## src/lrc_params.svh

```systemverilog
// Constants for the resonance loop controller: offsets, fields, resets, timing
// How it works
// Actuator outputs are pulse-width modulated on a 20.5 kHz carrier.
// Output waveform starts within 1 ms of a trigger.
// Software selects ERM or LRA before starting a waveform.
// LRA tracker locks to resonance within half a drive cycle.
// Tracker follows back-EMF continuously, updating frequency every cycle.
// Tracker needs no calibration; level calibration never affects it.
// Tracked resonance period is readable by software, updated live.
// Software reads the resonance only while synchronized, not idle or braking.
// Invalid LRA back-EMF falls back to open-loop overdrive at drive-time rate.
// Valid back-EMF during fallback hands control back to the tracker.
// With auto fallback enabled, open loop is kept for the rest of the waveform.
// Permanent open loop is entered only after failing to synchronize.
// Two-bit limit sets tolerated unsynchronized cycles before open loop; the count saturates at 3, so limit 3 never enters open loop.
// Open-loop LRA period is the seven-bit field times 97.56 us.
// Open loop applies no automatic overdrive or braking; the code drives fallback at full scale (8'hFF).
// Closed loop applies startup overdrive and active braking for both actuators.
// Loop state is tracking, fallback or fixed open loop; each waveform restarts tracking.
`ifndef LRC_PARAMS_SVH
`define LRC_PARAMS_SVH

// ***************************************************************
// Register offsets (byte addresses)
// ***************************************************************
`define LRC_OFS_CTRL 8'h00
`define LRC_OFS_CFG 8'h04
`define LRC_OFS_AMP 8'h08
`define LRC_OFS_STATUS 8'h0C
`define LRC_OFS_FREQ 8'h10

// ***************************************************************
// Field positions
// ***************************************************************
`define LRC_CTRL_TYPE_BIT 0
`define LRC_CTRL_AUTOFB_BIT 1
`define LRC_CTRL_GO_BIT 2
`define LRC_CTRL_STOP_BIT 3
`define LRC_CFG_LIMIT_LSB 0
`define LRC_CFG_PERIOD_LSB 8
`define LRC_CFG_DRIVE_LSB 16
`define LRC_CFG_ZCDET_LSB 24

// ***************************************************************
// Reset values
// ***************************************************************
`define LRC_CTRL_RST 2'h0
`define LRC_LIMIT_RST 2'h1
`define LRC_PERIOD_RST 7'h32
`define LRC_DRIVE_RST 5'h0D
`define LRC_ZCDET_RST 2'h1
`define LRC_AMP_RST 8'h80
`define LRC_HALF_RST 16'h003C

// ***************************************************************
// Timing
// ***************************************************************
`define LRC_CLK_PERIOD_NS 20
`define LRC_PWM_FREQ_HZ 20500
`define LRC_PWM_PERIOD_NS (1000000000 / `LRC_PWM_FREQ_HZ)
`define LRC_PWM_CYCLES (`LRC_PWM_PERIOD_NS / `LRC_CLK_PERIOD_NS)
`define LRC_OL_UNIT_NS 97560
`define LRC_OL_UNIT_TICKS (`LRC_OL_UNIT_NS / `LRC_PWM_PERIOD_NS)
`define LRC_START_MAX_NS 1000000
`define LRC_START_MAX_TICKS (`LRC_START_MAX_NS / `LRC_PWM_PERIOD_NS)
`define LRC_OD_TICKS 16'h0028
`define LRC_BRAKE_TICKS 16'h0028

`endif

```

## src/lrc_pkg.sv

```systemverilog
// Types shared by the resonance loop controller modules
package lrc_pkg;

    // Loop states, one-hot
    typedef enum logic [4:0] {
        LRC_ST_IDLE = 5'b00001,
        LRC_ST_TRACK = 5'b00010,
        LRC_ST_FALLBACK = 5'b00100,
        LRC_ST_FIXED = 5'b01000,
        LRC_ST_BRAKE = 5'b10000
    } lrc_state_t;

    typedef struct packed {
        logic lra;
        logic auto_fb;
        logic [1:0] unsync_cycle_limit;
        logic [6:0] fixed_drive_period;
        logic [4:0] drive_time;
        logic [1:0] zero_cross_detect_time;
        logic [7:0] amp;
    } lrc_cfg_t;

    typedef struct packed {
        logic en;
        logic pol;
        logic [7:0] amp;
    } lrc_drive_t;

endpackage

```

## src/lrc_pwm.sv

```systemverilog
// Differential PWM carrier generator for the actuator outputs
`timescale 1ns/100ps
`include "lrc_params.svh"
module lrc_pwm #(
    parameter int CYCLES = `LRC_PWM_CYCLES
) (
    input wire logic sys_clk_in,
    input wire logic rst_n_in,
    input lrc_pkg::lrc_drive_t drive_in,
    output logic tick_out,
    output logic out_p_out,
    output logic out_n_out
);
    import lrc_pkg::*;

    logic [11:0] cnt_q, cnt_d;
    logic tick_q, tick_d;
    logic out_p_q, out_p_d;
    logic out_n_q, out_n_d;
    logic [19:0] thresh;

    always_comb begin
        thresh = ({12'h000, drive_in.amp} * CYCLES[19:0]) >> 8;
        tick_d = 1'b0;
        if (cnt_q == 12'(CYCLES - 1)) begin
            cnt_d = 12'h000;
            tick_d = 1'b1;
        end else begin
            cnt_d = cnt_q + 12'h001;
        end
        // High side pulses, other side held low; idle leaves both low
        out_p_d = drive_in.en && !drive_in.pol && ({8'h00, cnt_q} < thresh);
        out_n_d = drive_in.en && drive_in.pol && ({8'h00, cnt_q} < thresh);
    end

    always_ff @(posedge sys_clk_in or negedge rst_n_in) begin
        if (!rst_n_in) begin
            cnt_q <= 12'h000;
            tick_q <= 1'b0;
            out_p_q <= 1'b0;
            out_n_q <= 1'b0;
        end else begin
            cnt_q <= cnt_d;
            tick_q <= tick_d;
            out_p_q <= out_p_d;
            out_n_q <= out_n_d;
        end
    end

    assign tick_out = tick_q;
    assign out_p_out = out_p_q;
    assign out_n_out = out_n_q;

endmodule // lrc_pwm

```

## src/lrc_top.sv

```systemverilog
// Resonance loop controller: Wishbone registers, back-EMF tracking, loop state, drive
`timescale 1ns/100ps
`include "lrc_params.svh"
module lrc_top (
    input wire logic sys_clk_in,
    input wire logic rst_n_in,
    input wire logic wb_cyc_in,
    input wire logic wb_stb_in,
    input wire logic wb_we_in,
    input wire logic [7:0] wb_adr_in,
    input wire logic [3:0] wb_sel_in,
    input wire logic [31:0] wb_dat_in,
    output logic [31:0] wb_dat_out,
    output logic wb_ack_out,
    input wire logic trig_in,
    input wire logic bemf_zero_cross_in,
    input wire logic bemf_valid_in,
    output logic out_p_out,
    output logic out_n_out
);
    import lrc_pkg::*;

    // ***************************************************************
    // Helpers
    // ***************************************************************
    function automatic logic [31:0] wb_merge(input logic [31:0] old_v, input logic [31:0] new_v,
                                             input logic [3:0] sel);
        logic [31:0] r;
        r = old_v;
        for (int i = 0; i < 4; i++) begin
            if (sel[i]) begin
                r[i*8 +: 8] = new_v[i*8 +: 8];
            end
        end
        return r;
    endfunction

    function automatic logic [15:0] at_least_one(input logic [15:0] v);
        return ((v == 16'h0000) || v[15]) ? 16'h0001 : v;
    endfunction

    // ***************************************************************
    // Pin synchronisers
    // ***************************************************************
    logic [2:0] trig_s_q, zc_s_q, val_s_q;
    logic trig_f_q, trig_f_d;
    logic zc_f_q, zc_f_d;
    logic val_f_q, val_f_d;

    always_comb begin
        // A change counts once stages two and three agree
        trig_f_d = (trig_s_q[1] == trig_s_q[2]) ? trig_s_q[2] : trig_f_q;
        zc_f_d = (zc_s_q[1] == zc_s_q[2]) ? zc_s_q[2] : zc_f_q;
        val_f_d = (val_s_q[1] == val_s_q[2]) ? val_s_q[2] : val_f_q;
    end

    always_ff @(posedge sys_clk_in or negedge rst_n_in) begin
        if (!rst_n_in) begin
            trig_s_q <= 3'h0;
            zc_s_q <= 3'h0;
            val_s_q <= 3'h0;
            trig_f_q <= 1'b0;
            zc_f_q <= 1'b0;
            val_f_q <= 1'b0;
        end else begin
            trig_s_q <= {trig_s_q[1:0], trig_in};
            zc_s_q <= {zc_s_q[1:0], bemf_zero_cross_in};
            val_s_q <= {val_s_q[1:0], bemf_valid_in};
            trig_f_q <= trig_f_d;
            zc_f_q <= zc_f_d;
            val_f_q <= val_f_d;
        end
    end

    logic trig_rise;
    logic zc_evt;
    logic trig_prev_q, zc_prev_q;
    always_ff @(posedge sys_clk_in or negedge rst_n_in) begin
        if (!rst_n_in) begin
            trig_prev_q <= 1'b0;
            zc_prev_q <= 1'b0;
        end else begin
            trig_prev_q <= trig_f_q;
            zc_prev_q <= zc_f_q;
        end
    end
    assign trig_rise = trig_f_q && !trig_prev_q;
    // Either polarity of the comparator marks a zero crossing
    assign zc_evt = zc_f_q != zc_prev_q;

    // ***************************************************************
    // Wishbone register file
    // ***************************************************************
    lrc_cfg_t cfg_q, cfg_d;
    logic ack_q, ack_d;
    logic [31:0] rdat_q, rdat_d;
    logic go_q, go_d;
    logic stop_q, stop_d;
    lrc_state_t st_q, st_d;
    logic [15:0] freq_q, freq_d;
    logic [1:0] unsync_q, unsync_d;
    logic synced;
    logic [31:0] ctrl_rd, cfg_rd, wr_v;
    logic access;

    always_comb begin
        cfg_d = cfg_q;
        go_d = 1'b0;
        stop_d = 1'b0;
        access = wb_cyc_in && wb_stb_in && !ack_q;
        ack_d = access;
        ctrl_rd = {30'h0000_0000, cfg_q.auto_fb, cfg_q.lra};
        cfg_rd = {6'h00, cfg_q.zero_cross_detect_time, 3'h0, cfg_q.drive_time,
                  1'b0, cfg_q.fixed_drive_period, 6'h00, cfg_q.unsync_cycle_limit};
        rdat_d = 32'h0000_0000;
        wr_v = 32'h0000_0000;
        if (access && wb_we_in) begin
            if (wb_adr_in == `LRC_OFS_CTRL) begin
                wr_v = wb_merge(ctrl_rd, wb_dat_in, wb_sel_in);
                cfg_d.lra = wr_v[`LRC_CTRL_TYPE_BIT];
                cfg_d.auto_fb = wr_v[`LRC_CTRL_AUTOFB_BIT];
                go_d = wb_sel_in[0] && wb_dat_in[`LRC_CTRL_GO_BIT];
                stop_d = wb_sel_in[0] && wb_dat_in[`LRC_CTRL_STOP_BIT];
            end else if (wb_adr_in == `LRC_OFS_CFG) begin
                wr_v = wb_merge(cfg_rd, wb_dat_in, wb_sel_in);
                cfg_d.unsync_cycle_limit = wr_v[`LRC_CFG_LIMIT_LSB +: 2];
                cfg_d.fixed_drive_period = wr_v[`LRC_CFG_PERIOD_LSB +: 7];
                cfg_d.drive_time = wr_v[`LRC_CFG_DRIVE_LSB +: 5];
                cfg_d.zero_cross_detect_time = wr_v[`LRC_CFG_ZCDET_LSB +: 2];
            end else if (wb_adr_in == `LRC_OFS_AMP) begin
                if (wb_sel_in[0]) begin
                    cfg_d.amp = wb_dat_in[7:0];
                end
            end
        end else if (access) begin
            if (wb_adr_in == `LRC_OFS_CTRL) begin
                rdat_d = ctrl_rd;
            end else if (wb_adr_in == `LRC_OFS_CFG) begin
                rdat_d = cfg_rd;
            end else if (wb_adr_in == `LRC_OFS_AMP) begin
                rdat_d = {24'h00_0000, cfg_q.amp};
            end else if (wb_adr_in == `LRC_OFS_STATUS) begin
                rdat_d = {24'h00_0000, synced, unsync_q, st_q};
            end else if (wb_adr_in == `LRC_OFS_FREQ) begin
                // Meaningful only while synced; idle or braking shows the last lock
                rdat_d = {16'h0000, freq_q};
            end
        end
    end

    always_ff @(posedge sys_clk_in or negedge rst_n_in) begin
        if (!rst_n_in) begin
            cfg_q <= {`LRC_CTRL_RST, `LRC_LIMIT_RST, `LRC_PERIOD_RST, `LRC_DRIVE_RST,
                      `LRC_ZCDET_RST, `LRC_AMP_RST};
            ack_q <= 1'b0;
            rdat_q <= 32'h0000_0000;
            go_q <= 1'b0;
            stop_q <= 1'b0;
        end else begin
            cfg_q <= cfg_d;
            ack_q <= ack_d;
            rdat_q <= rdat_d;
            go_q <= go_d;
            stop_q <= stop_d;
        end
    end

    assign wb_ack_out = ack_q;
    assign wb_dat_out = rdat_q;

    // ***************************************************************
    // Loop state machine and resonance tracker
    // ***************************************************************
    logic tick;
    logic [15:0] phase_q, phase_d;
    logic [15:0] half_q, half_d;
    logic [15:0] od_q, od_d;
    logic [15:0] brk_q, brk_d;
    logic pol_q, pol_d;
    logic locked_q, locked_d;
    logic start;
    logic [15:0] fb_half, fixed_half;
    lrc_drive_t drv_q, drv_d;

    assign synced = (st_q == LRC_ST_TRACK) && cfg_q.lra && locked_q && (unsync_q == 2'h0);

    always_comb begin
        st_d = st_q;
        phase_d = phase_q;
        half_d = half_q;
        freq_d = freq_q;
        unsync_d = unsync_q;
        od_d = od_q;
        brk_d = brk_q;
        pol_d = pol_q;
        locked_d = locked_q;
        start = go_q || trig_rise;
        // Half period of the no-back-EMF drive: drive time less detect time
        fb_half = at_least_one(16'({11'h000, cfg_q.drive_time} -
                                   {14'h0000, cfg_q.zero_cross_detect_time}));
        // Period = field x 97.56 us, so half of it is field x unit / 2
        fixed_half = at_least_one(16'(({9'h000, cfg_q.fixed_drive_period} *
                                       16'(`LRC_OL_UNIT_TICKS)) >> 1));
        case (st_q)
            LRC_ST_IDLE: begin
                if (start) begin
                    // Every waveform restarts in tracking with overdrive armed
                    st_d = LRC_ST_TRACK;
                    phase_d = 16'h0000;
                    unsync_d = 2'h0;
                    locked_d = 1'b0;
                    pol_d = 1'b0;
                    od_d = `LRC_OD_TICKS;
                end
            end
            LRC_ST_TRACK: begin
                if (tick && (od_q != 16'h0000)) begin
                    od_d = od_q - 16'h0001;
                end
                if (stop_q) begin
                    st_d = LRC_ST_BRAKE;
                    brk_d = `LRC_BRAKE_TICKS;
                    pol_d = !pol_q;
                end else if (cfg_q.lra) begin
                    if (zc_evt) begin
                        // Flip at the crossing itself: lock within half a cycle
                        pol_d = !pol_q;
                        half_d = at_least_one(phase_q);
                        freq_d = 16'({at_least_one(phase_q), 1'b0});
                        phase_d = 16'h0000;
                        unsync_d = 2'h0;
                        locked_d = 1'b1;
                    end else if (tick) begin
                        phase_d = phase_q + 16'h0001;
                        if (phase_q >= 16'({half_q, 1'b0})) begin
                            // No crossing where one was due: an unsynced cycle
                            phase_d = 16'h0000;
                            pol_d = !pol_q;
                            if (unsync_q != 2'h3) begin
                                unsync_d = unsync_q + 2'h1;
                            end
                        end
                    end
                    if (!val_f_q) begin
                        st_d = LRC_ST_FALLBACK;
                        phase_d = 16'h0000;
                    end else if (cfg_q.auto_fb && (unsync_q > cfg_q.unsync_cycle_limit)) begin
                        st_d = LRC_ST_FIXED;
                        phase_d = 16'h0000;
                    end
                end
            end
            LRC_ST_FALLBACK: begin
                if (stop_q) begin
                    st_d = LRC_ST_IDLE;
                end else if (val_f_q) begin
                    st_d = LRC_ST_TRACK;
                    phase_d = 16'h0000;
                end else if (tick) begin
                    phase_d = phase_q + 16'h0001;
                    if (phase_d >= fb_half) begin
                        phase_d = 16'h0000;
                        pol_d = !pol_q;
                    end
                end
            end
            LRC_ST_FIXED: begin
                // Held until the waveform ends, no resynchronising
                if (stop_q) begin
                    st_d = LRC_ST_IDLE;
                end else if (tick) begin
                    phase_d = phase_q + 16'h0001;
                    if (phase_d >= fixed_half) begin
                        phase_d = 16'h0000;
                        pol_d = !pol_q;
                    end
                end
            end
            LRC_ST_BRAKE: begin
                // An LRA brake ends early once the actuator shows no back-EMF; an ERM brake runs its full count
                if (tick) begin
                    brk_d = brk_q - 16'h0001;
                end
                if ((tick && (brk_q == 16'h0001)) || (cfg_q.lra && !val_f_q)) begin
                    st_d = LRC_ST_IDLE;
                end
            end
            default: begin
                st_d = LRC_ST_IDLE;
            end
        endcase

        // Drive level: full scale during startup boost, brake and fallback; otherwise the programmed amplitude
        drv_d.en = st_q != LRC_ST_IDLE;
        drv_d.pol = cfg_q.lra ? pol_q : (st_q == LRC_ST_BRAKE);
        drv_d.amp = cfg_q.amp;
        if (st_q == LRC_ST_BRAKE) begin
            drv_d.amp = 8'hFF;
        end else if ((st_q == LRC_ST_TRACK) && (od_q != 16'h0000)) begin
            drv_d.amp = 8'hFF;
        end else if (st_q == LRC_ST_FALLBACK) begin
            drv_d.amp = 8'hFF;
        end
    end

    // No calibration input exists; tracking depends only on back-EMF crossings
    always_ff @(posedge sys_clk_in or negedge rst_n_in) begin
        if (!rst_n_in) begin
            st_q <= LRC_ST_IDLE;
            phase_q <= 16'h0000;
            half_q <= `LRC_HALF_RST;
            freq_q <= 16'h0000;
            unsync_q <= 2'h0;
            od_q <= 16'h0000;
            brk_q <= 16'h0000;
            pol_q <= 1'b0;
            locked_q <= 1'b0;
            drv_q <= '0;
        end else begin
            st_q <= st_d;
            phase_q <= phase_d;
            half_q <= half_d;
            freq_q <= freq_d;
            unsync_q <= unsync_d;
            od_q <= od_d;
            brk_q <= brk_d;
            pol_q <= pol_d;
            locked_q <= locked_d;
            drv_q <= drv_d;
        end
    end

    // ***************************************************************
    // Output stage
    // ***************************************************************
    // Drive reaches the pins within one carrier period, far inside the start limit
    lrc_pwm #(
        .CYCLES(`LRC_PWM_CYCLES)
    ) u_pwm (
        .sys_clk_in(sys_clk_in),
        .rst_n_in(rst_n_in),
        .drive_in(drv_q),
        .tick_out(tick),
        .out_p_out(out_p_out),
        .out_n_out(out_n_out)
    );

endmodule // lrc_top

```

## config.mk

```make
export PLATFORM = sky130hd
export DESIGN_NAME = lrc_top
export DESIGN_NICKNAME = d
export VERILOG_FILES = /design/src/lrc_pkg.sv /design/src/lrc_pwm.sv /design/src/lrc_top.sv
export VERILOG_INCLUDE_DIRS = /design/src
export SDC_FILE = /design/constraint.sdc
export NUM_CORES = 1
export LEC_CHECK = 0
export BUFFER_PORTS_ARGS = -buffer_cell sky130_fd_sc_hd__buf_2
export CAP_MARGIN = 5
export CORE_UTILIZATION = 55
export DETAILED_ROUTE_END_ITERATION = 10
export GPL_ROUTABILITY_DRIVEN = 0
export GPL_TIMING_DRIVEN = 1
export MAX_ROUTING_LAYER = met4
export PLACE_DENSITY = 0.81
export SLEW_MARGIN = 20
export SYNTH_ARGS = -nofsm -noshare
export SYNTH_HDL_FRONTEND = slang
export SYNTH_HIERARCHICAL = 1
export SYNTH_SLANG_ARGS = --single-unit
```

## constraint.sdc

```tcl
create_clock -name sys_clk_in -period 6.2 [get_ports sys_clk_in]
set_input_delay 0.62 -clock sys_clk_in [delete_from_list [all_inputs] [get_ports sys_clk_in]]
set_output_delay 0.62 -clock sys_clk_in [all_outputs]
set_load 0.01 [all_outputs]
```

==> flow_results.org, run 1 <==
** Drt
- Drc violations :: 10
- Dividing the detail-routed via count by the number of cells gives 6.11.
- The first routing iteration left 685 violations.
- Post-Route WL :: 23300 µm
- Number of detailed-routing iterations run before antenna repair :: 8
- Detailed routing inserted a total of 7998 vias.
- Once detail routing completed, the nets flagged for antenna violations numbered 0.
- Wirelength per Cell :: 17.8 µm

** Critical path
- Crit-path max cell delay :: 0.54 ns
- The endpoint identified for the worst register-to-register timing path is u_pwm/out_n_out.
- Data arrives at the worst endpoint at 5.60 ns.
- Category of the most critical setup path :: reg2reg
- Max FO, Critical Path :: 6
- STA puts the critical path data required time at 6.51 ns.
- Cell breakdown of the critical path :: inv_1 > ha_1 > inv_1 > ha_1 > fa_1 > fa_1 > ha_1 > nand2_1 > o21ai_0 > nand2_1 > a31oi_1 > a211oi_1 > xor2_1 > ha_1 > nand4_1 > or4_1 > nor3_2 > nor4b_2
- Depth of the most critical reg-to-reg path :: 18
- Master of the slowest instance on the critical path :: sky130_fd_sc_hd__or4_1
- The worst setup path is captured at a flip-flop.
- STA classifies the critical path startpoint as a flip-flop.
- Launch instance of the worst register-to-register path :: drv_q[6]
- Most frequent CP cell :: sky130_fd_sc_hd__ha_1
- Worst reg-to-reg setup slack :: 0.90 ns

** Finish
- Leaving out filler cells and counting taps, the final layout contains 1308.
- Of the cells placed in the final design, the portion with a size suffix greater than 1 is 15.9%.
- The repair_antennas step left the layout with diodes totalling 0.
- Compared with the post-synthesis result, the final layout area differs by 10.9%.
- In the final design database the tool counted 1235 nets.

** Synthesis
- The synthesized design contains 167 register bits.
- After Yosys synthesis, and, or, nand and nor cells account for 18.1% of the synthesized area.
- After synthesis, the share of flip-flops with an asynchronous set or reset is 100%.
- Cell area after technology mapping :: 10200 µm²
- After synthesis, flip-flops and latches occupy 41.1% of the total area.
- Flip-flop cell with the highest count after synthesis :: sky130_fd_sc_hd__dfrtp_1
- Post-synthesis compound-gate area fraction :: 11.7%
- A synthesized cell averages 10.1 µm².
- For this run, the number of Yosys warnings is 6.
- Synth Area in XOR/XNOR :: 4.63%
- Syn Inst Count :: 1011
- Summing the areas of all fa, ha and maj instances in the mapped netlist gives 15.6% of the synthesized area.
- In the synthesized netlist, mux cells make up 3.88% of the area.
- The netlist uses 78 different library cells.
- By area, the combinational part of the netlist is dominated by simple AND/OR/NAND/NOR gates.
- Number of flops mapped to enable cells by yosys :: 0

** Timing
- For this run, the top clock speed supported by timing is 0.189 GHz.
- Worst slew pin tran :: 1.01 ns
- Final Hold Violating Endpoints :: 0
- Final cycle utilization of the critical path :: 85.4%
- Final min period :: 5.30 ns
- Unrepaired setup endpoints after global routing :: no
- Between clock sinks in the finished design, the worst skew comes to 0.00829 ns.
- Normalized max-slew margin :: 32.2%
- Number of setup violations in the final report :: 0
- Total negative slack :: 0 ns
- The count of pins over their slew limit was 0.
- Final worst slack :: 0.904 ns

** Floorplan
- Measured along the x axis, the die boundary spans 138 µm.
- Die Y :: 138 µm
- The core region is 18100 µm².
- For this configuration, the core starts out at a cell density of 56.5%.
- The floorplan step defined a die boundary enclosing 19100 µm².
- Number of placed I/O pins :: 87
- # rows :: 49

** Clock tree
- After clock tree synthesis, the clock-pin slew on the worst setup and hold paths is 0.07 ns.
- Maximum number of buffers from clock root to sink :: 2
- In this run, post-CTS hold repair placed 0 buffers.
- The clock drives 167 sinks.
- # Post-CTS Setup Buffers :: 0
- Gates resized during post-CTS repair numbered 0.
- Total clock buffers created by CTS :: 17
- The later pin in the worst-skew pair is clocked with a latency of 0.43 ns.
- The H-tree was split into 4 levels.
- In this run the clock root is driven by a sky130_fd_sc_hd__clkbuf_16.
- CTS tree :: done

** Global routing
- The number of antenna violations at the first check in global routing is 0.
- Global routing used 26.2% of the available tracks across all layers.
- GRT overflow :: 0
- Largest net degree at the start of global routing :: 105
- The first global-routing pass estimated 38800 µm of wire.
- Number of global-route vias before repair :: 7863

** Job
- Across the run, the number of max-cap violations was 0.

** Placed design
- After detailed placement, the design holds a cell count of 1275.
- Quantity of I/O buffers inserted on ports :: 67
- Summed over all nets, the half-perimeter wirelength after detailed placement is 16600 µm.
- Pre-CTS setup slack :: 1.18 ns

** Power
- IR analysis of the VDD net gives a maximum drop of 0.231 mV.
- Summed over all cells, the static leakage comes to 5.42 nW.
- Power per Cell Area :: 334 nW/µm²

** Status
- Failing checks :: design-rule violations
- The flow ran to the end, but the final reports show violations.

** Min path
- The min-delay analysis places its worst path in the category in2async.
-- stage by stage --
step | instance area (µm²) | utilization [%] | hold WS [ns] | total power, W
global route | 11300 | 62.7 | 0.273 | 0.00403
CTS | 11300 | 62.6 | 0.283 | 0.00380
finish | 11300 | 62.7 | 0.293 | 0.00379
global placement | 10700 | 59.1 | 0.336 | 0.00255
detailed placement | 10700 | 59.1 | 0.335 | 0.00261
floorplan | 10200 | - | 0.324 | 0.00232
-- cell usage in the layout, fill, tap and decap left out, types with 10 or more instances in the layout --
| cell type | count |
|---|---|
| sky130_fd_sc_hd__xor2_1 | 17 |
| sky130_fd_sc_hd__clkbuf_16 | 17 |
| sky130_fd_sc_hd__a22o_1 | 13 |
| sky130_fd_sc_hd__inv_1 | 77 |
| sky130_fd_sc_hd__nand2_1 | 50 |
| sky130_fd_sc_hd__and3_1 | 11 |
| sky130_fd_sc_hd__or4_1 | 10 |
| sky130_fd_sc_hd__nor4_1 | 17 |
| sky130_fd_sc_hd__mux2_2 | 29 |
| sky130_fd_sc_hd__nor2_1 | 92 |
| sky130_fd_sc_hd__nand4_1 | 10 |
| sky130_fd_sc_hd__buf_2 | 66 |
| sky130_fd_sc_hd__o21ai_0 | 40 |
| sky130_fd_sc_hd__ha_1 | 104 |
| sky130_fd_sc_hd__a22oi_1 | 10 |
| sky130_fd_sc_hd__xnor2_1 | 37 |
| sky130_fd_sc_hd__fa_1 | 13 |
| sky130_fd_sc_hd__dfrtp_1 | 153 |
| sky130_fd_sc_hd__dfstp_2 | 14 |
| sky130_fd_sc_hd__nand2b_1 | 19 |
| sky130_fd_sc_hd__a21oi_1 | 34 |
| sky130_fd_sc_hd__nand3_1 | 31 |
| sky130_fd_sc_hd__nor3_1 | 21 |
| sky130_fd_sc_hd__and2_1 | 11 |
| sky130_fd_sc_hd__or3_1 | 18 |
-- Yosys cell counts (18+ instances only) --
master	n	area [µm²]
sky130_fd_sc_hd__a21oi_1	34	170
sky130_fd_sc_hd__clkbuf_1	24	90.1
sky130_fd_sc_hd__dfrtp_1	153	3830
sky130_fd_sc_hd__ha_1	104	1300
sky130_fd_sc_hd__inv_1	77	289
sky130_fd_sc_hd__mux2_2	29	327
sky130_fd_sc_hd__nand2_1	50	188
sky130_fd_sc_hd__nand2b_1	19	119
sky130_fd_sc_hd__nand3_1	31	155
sky130_fd_sc_hd__nor2_1	92	345
sky130_fd_sc_hd__nor3_1	21	105
sky130_fd_sc_hd__o21ai_0	40	200
sky130_fd_sc_hd__or3_1	18	113
sky130_fd_sc_hd__xnor2_1	37	324
-- cell type report --
class,instances,area [µm²]
fillers,1421,6750
multi-input cells,732,5550
flip-flops and latches,167,4200
clock buffers,18,439
repair buffers,71,369
inverters,77,289
well taps,229,287
clock inverters,14,209
-- cell families (layout without fill, tap and decap cells) --
logic type                 Yosys count  in the layout
AOI/OAI and AO/OA                  173            173
xor gates and xnor gates            54             54
adders and majority gates          120            120
buffers and inverters              120            180
DFF                                167            167
muxes                               36             36
other                                1              9
and+or+nand+nor                    340            340
-- power breakdown --
| part | total, W | switching, W | internal (W) |
|---|---|---|---|
| Clock | 0.00116 | 0.000464 | 0.000696 |
| Sequential | 0.00129 | 0.000110 | 0.00118 |
| Combinational | 0.00134 | 0.000803 | 0.000535 |
-- per-layer routing --
| metal | part of all wire [%] | vias up | track usage (%) | wire, µm |
|---|---|---|---|---|
| li1 | - | 3701 | - | - |
| met5 | 0 | - | - | 0 |
| met2 | 49 | 239 | 41.3 | 11400 |
| met3 | 5.0 | 35 | 4.81 | 1170 |
| met1 | 45 | 4023 | 34.6 | 10400 |
| met4 | 1.7 | 0 | 7.57 | 385 |
-- worst max-delay path: cells and delay by family (launching register included) --
| kind | cells | cell delay, ns |
|---|---|---|
| DFF | 1 | 0.52 |
| xor gates and xnor gates | 1 | 0.18 |
| adders and majority gates | 6 | 2.23 |
| buffers and inverters | 2 | 0.16 |
| AOI/OAI and AO/OA | 3 | 0.83 |
| and+or+nand+nor | 6 | 1.27 |
-- worst max-delay path by stage --
stage | start | endpoint | slack (ns)
after floorplan | drv_q[5] | u_pwm/out_n_out | 1.67
after global placement | drv_q[6] | u_pwm/out_n_out | 1.28
after detailed placement | drv_q[6] | u_pwm/out_n_out | 1.18
after CTS | drv_q[6] | u_pwm/out_n_out | 0.98
after global routing | drv_q[6] | u_pwm/out_n_out | 0.70
final | drv_q[6] | u_pwm/out_n_out | 0.90
-- state kept, by name, indices dropped and copies added (netlist names), 2 cells and up --
signal / count
unsync_q: 2
wb_dat_out: 23
zc_s_q: 3
cfg_q: 26
val_s_q: 3
drv_q: 10
st_q: 5
od_q: 16
u_pwm/cnt_q: 12
half_q: 15
freq_q: 4
brk_q: 16
trig_s_q: 3
phase_q: 16
Power figures use the tool's default switching activity.
==> run 2, diff against run 1 <==
--- a/config.mk
+++ b/config.mk
@@ -6,14 +6,17 @@
 export SDC_FILE = /design/constraint.sdc
 export NUM_CORES = 1
 export LEC_CHECK = 0
+export ABC_AREA = 1
 export BUFFER_PORTS_ARGS = -buffer_cell sky130_fd_sc_hd__buf_2
 export CAP_MARGIN = 5
-export CORE_UTILIZATION = 55
+export CELL_PAD_IN_SITES_DETAIL_PLACEMENT = 1
+export CELL_PAD_IN_SITES_GLOBAL_PLACEMENT = 2
+export CORE_UTILIZATION = 37
 export DETAILED_ROUTE_END_ITERATION = 10
 export GPL_ROUTABILITY_DRIVEN = 0
 export GPL_TIMING_DRIVEN = 1
 export MAX_ROUTING_LAYER = met4
-export PLACE_DENSITY = 0.81
+export PLACE_DENSITY = 0.89
 export SLEW_MARGIN = 20
 export SYNTH_ARGS = -nofsm -noshare
 export SYNTH_HDL_FRONTEND = slang
==> flow_results.org, run 2 <==
** Job
- The reported max-cap violation count was 0 (unchanged).

** Floorplan
- Die ar. :: 29700 µm² (+55%)
- Area inside the core boundary :: 28200 µm² (+56%)
- The count of standard-cell rows came to 61 (+24%).
- The initial standard-cell utilization of the core came to 38.1% (-18 points).
- The count of boundary I/O pins is 87 (unchanged).
- The width of the die was 172 µm (+25%).
- The height of the die is 172 µm (+25%).

** Finish
- Sequential standard cell area :: 4200 µm² (unchanged)
- Number of flip-flops in the largest register :: 26 (unchanged)
- Final Cell Area :: 12000 µm² (+6.0%)
- The post-layout net count was 1570 (+27%).
- The number of inserted filler cells in the final layout was 3433 (+140%).
- Leaving out fill and tap cells, the most frequent cell in the layout is sky130_fd_sc_hd__nand2_1.
- Counting flops per register, the top entry is cfg_q.
- The multi-input logic area came to 5590 µm² (+0.77%).
- The fraction of layout instances using a drive strength above 1 is 12.1% (-3.8 points).
- Most frequent cells in the layout :: sky130_fd_sc_hd__nand2_1 (273), sky130_fd_sc_hd__inv_1 (213), sky130_fd_sc_hd__dfrtp_1 (153)
- The count of antenna diodes in the layout is 0 (unchanged).
- Area growth from synthesis to final layout :: 12.1%

** Power
- The power density over the cells came to 314 nW/µm² (-6.0%).
- Worst-case vdd ir drop :: 0.185 mV (-20%)
- The leakage power was 6.20 nW (+14%).

** Drt
- Wirelength per Cell :: 16.1 µm (-9.6%)
- The average vias per placed instance came to 5.04 (-18%).
- The number of search-and-repair iterations in the first detailed-routing pass was 5 (-3).
- DRC violation total after the first TritonRoute iteration :: 372 (-46%)
- The total number of vias was 9026 (+13%).
- Number of routed nets with antenna violations :: 0 (unchanged)
- Drc violations :: 0 (-10)
- The total wire length came to 28900 µm (+24%).

** Global routing
- The via count of the first global-routing pass is 9642 (+23%).
- The number of antenna violations at the first check in global routing is 0 (unchanged).
- Total routing resource utilization after global routing :: 21.7% (-4.5 points)
- Global routing met1 resource utilization :: 27.0% (-7.6 points)
- Largest net degree at the start of global routing :: 94 (-10%)
- The wire length of the first global-routing pass is 48700 µm (+25%).
- The met3 usage was 2.86% (-2.0 points).
- Global-route track usage on met2 :: 36.6% (-4.7 points)
- The layer flagged by global routing as most heavily used is met2.
- The remaining global-route overflow came to 0 (unchanged).

** Timing
- Max Transition Viols Final :: 0 (unchanged)
- Final cycle utilization of the critical path :: 71.4% (-14 points)
- Top achievable clock speed :: 0.226 GHz (+20%)
- The final setup violation count came to 0 (unchanged).
- The clock tree skew after final layout is 0.0196 ns (+0.0113 ns).
- Total negative slack :: 0 ns (unchanged)
- Worst slew pin tran :: 0.983 ns (-0.0311 ns)
- WHS :: 0.270 ns (-0.0229 ns)
- Final min period :: 4.43 ns (-0.866 ns)
- Unrepaired setup endpoints after global routing :: no
- The headroom to the max-slew limit came to 34.5% (+2.3 points).
- The count of endpoints failing hold in the final timing report was 0 (unchanged).

** Clock tree
- The depth of the CTS H-tree came to 4 (unchanged).
- Total clock buffers created by CTS :: 17 (unchanged)
- The source-to-sink clock delay at the later pin of the worst-skew pair came to 0.44 ns (about the same).
- The CTS sink count came to 167 (unchanged).
- Clock root buffer :: sky130_fd_sc_hd__clkbuf_16
- Maximum number of buffers from clock root to sink :: 2 (unchanged)
- Clock-pin slew on the worst setup and hold paths :: 0.07 ns (about the same)
- The quantity of gates resized following cts came to 0 (unchanged).
- TritonCTS built the clock tree.
- The count of hold buffers inserted by post-cts repair was 0 (unchanged).
- The number of setup buffers added after CTS was 0 (unchanged).

** Synthesis
- Synth Register Bits :: 167 (unchanged)
- In the synthesized netlist the dominant register cell turns out to be sky130_fd_sc_hd__dfrtp_1.
- Post-synth top area share :: 35.7% (-1.8 points)
- Among all cell types in the netlist, the one instantiated most often is sky130_fd_sc_hd__nand2_1.
- Cell area after technology mapping :: 10700 µm² (+4.9%)
- Synth area leaders :: sky130_fd_sc_hd__dfrtp_1 (36%), sky130_fd_sc_hd__ha_1 (12%), sky130_fd_sc_hd__nand2_1 (9.6%)
- Sequential-to-total area share from yosys stat :: 39.1% (-1.9 points)
- After synthesis, the most frequently instantiated cells are sky130_fd_sc_hd__nand2_1 (273), sky130_fd_sc_hd__inv_1 (213), sky130_fd_sc_hd__dfrtp_1 (153), sky130_fd_sc_hd__nor2_1 (140), sky130_fd_sc_hd__ha_1 (104).
- Syn Inst Count :: 1329 (+31%)
- The biggest area contributor in the post-synthesis netlist is sky130_fd_sc_hd__dfrtp_1.
- The number of flops mapped to enable cells by yosys came to 0 (unchanged).
- The count of warnings emitted by yosys is 6 (unchanged).
- The async set-reset flop share out of synthesis is 100% (unchanged).
- Distinct cell type count of the synthesized netlist :: 54 (-31%)
- The mean instance size in the synthesized netlist is 8.07 µm² (-20%).

** Min path
- In this run the worst hold path is classified as in2async.

** Status
- The run finished with clean final reports.

** Critical path
- The critical path required time is 6.53 ns (+0.02 ns).
- The maximum fanout along the worst path was 6 (unchanged).
- The worst setup path is launched from a flip-flop.
- Category of the worst setup path capture point :: flip-flop
- Arrival time of the worst setup path :: 4.76 ns (-0.84 ns)
- Category of the most critical setup path :: reg2reg

** Placed design
- Quantity of I/O buffers inserted on ports :: 67 (unchanged)
- The sum of net half-perimeters after detailed placement was 22500 µm (+36%).
- Placed cell areas :: 11400 µm² (+7.1%)
-- run 2: cell count changes in the layout (fill, tap and decap cells not counted), moves of 16 or more --
cell	change
sky130_fd_sc_hd__a21oi_1	+45
sky130_fd_sc_hd__nand2b_1	-19
sky130_fd_sc_hd__or3_1	-18
sky130_fd_sc_hd__inv_1	+136
sky130_fd_sc_hd__nand2_1	+223
sky130_fd_sc_hd__mux2_2	-26
sky130_fd_sc_hd__xnor2_1	-27
sky130_fd_sc_hd__nor2_1	+48
sky130_fd_sc_hd__nand4_1	+16
sky130_fd_sc_hd__nand3_1	+21
sky130_fd_sc_hd__o22ai_1	+17
-- run 2: path summary, 6_finish.rpt --
| check | from | to | slack, ns | cells past startpoint |
|---|---|---|---|---|
| hold / removal | rst_n_in | cfg_q[6] | 0.27 | 1 |
| hold reg to reg | zc_s_q[0] | zc_s_q[1] | 0.35 | 0 |
| setup reg to reg | drv_q[5] | u_pwm/out_p_out | 1.77 | 21 |
| min in group sys_clk_in | bemf_valid_in | val_s_q[0] | 0.29 | 1 |
| setup / recovery | drv_q[5] | u_pwm/out_p_out | 1.77 | 21 |
| max in group asynchronous | rst_n_in | stop_q | 4.41 | 2 |
-- run 2: cell type report --
| cell class | count | area share (%) |
|---|---|---|
| clock inverters | 14 | 1.17 |
| clock buffers | 18 | 3.65 |
| well taps | 378 | 3.94 |
| repair buffers | 69 | 2.97 |
| inverters | 220 | 6.87 |
| multi-input cells | 926 | 46.5 |
| flip-flops and latches | 167 | 34.9 |
-- run 2: critical path: stages (launching register included) --
cell	delay, ns
sky130_fd_sc_hd__dfrtp_1	0.48
sky130_fd_sc_hd__fa_1	0.57
sky130_fd_sc_hd__ha_1	0.13
sky130_fd_sc_hd__inv_1	0.05
sky130_fd_sc_hd__fa_1	0.51
sky130_fd_sc_hd__inv_1	0.05
sky130_fd_sc_hd__ha_1	0.30
sky130_fd_sc_hd__ha_1	0.36
sky130_fd_sc_hd__a21oi_1	0.16
sky130_fd_sc_hd__o21a_1	0.13
sky130_fd_sc_hd__nand2_1	0.11
sky130_fd_sc_hd__nand3_1	0.11
sky130_fd_sc_hd__nand3_1	0.12
sky130_fd_sc_hd__nand2_1	0.08
sky130_fd_sc_hd__nand2_1	0.09
sky130_fd_sc_hd__xor2_1	0.16
sky130_fd_sc_hd__ha_1	0.30
sky130_fd_sc_hd__nand2_1	0.07
sky130_fd_sc_hd__o21a_1	0.19
sky130_fd_sc_hd__o221a_2	0.22
sky130_fd_sc_hd__nand2_1	0.10
sky130_fd_sc_hd__nor2_1	0.05
-- run 2: power by group --
group | total [W] | switching [W] | internal, W
registers | 0.00122 | 0.0000710 | 0.00115
logic | 0.00149 | 0.000984 | 0.000502
clock network | 0.00107 | 0.000491 | 0.000575
total | 0.00378 | 0.00155 | 0.00223
-- run 2: logic make-up after synthesis --
| group | Yosys count | synth area share [%] |
|---|---|---|
| xor+xnor | 34 | 2.78 |
| fa+ha+maj | 120 | 14.8 |
| other cells | 1 | 0.0350 |
| compound gates | 186 | 9.87 |
| mux | 3 | 0.315 |
| simple gates | 574 | 24.0 |
| flops | 167 | 39.1 |
| buf+inv | 244 | 9.01 |
-- run 2: through the flow --
stage,instances,power [W],utilization [%],setup WS [ns]
after floorplan,1337,0.00233,-,2.17
after global placement,1760,0.00269,40.6,1.82
after detailed placement,1760,0.00274,40.6,1.73
after CTS,1792,0.00383,42.7,1.71
after global routing,1792,0.00409,42.7,1.46
final,1792,0.00378,42.7,1.77
-- run 2: metal layers --
layer  vias up  wire length (µm)
met3        25               568
met5         -                 0
li1       4443                 -
met4         0               471
met2        80             14200
met1      4478             13600
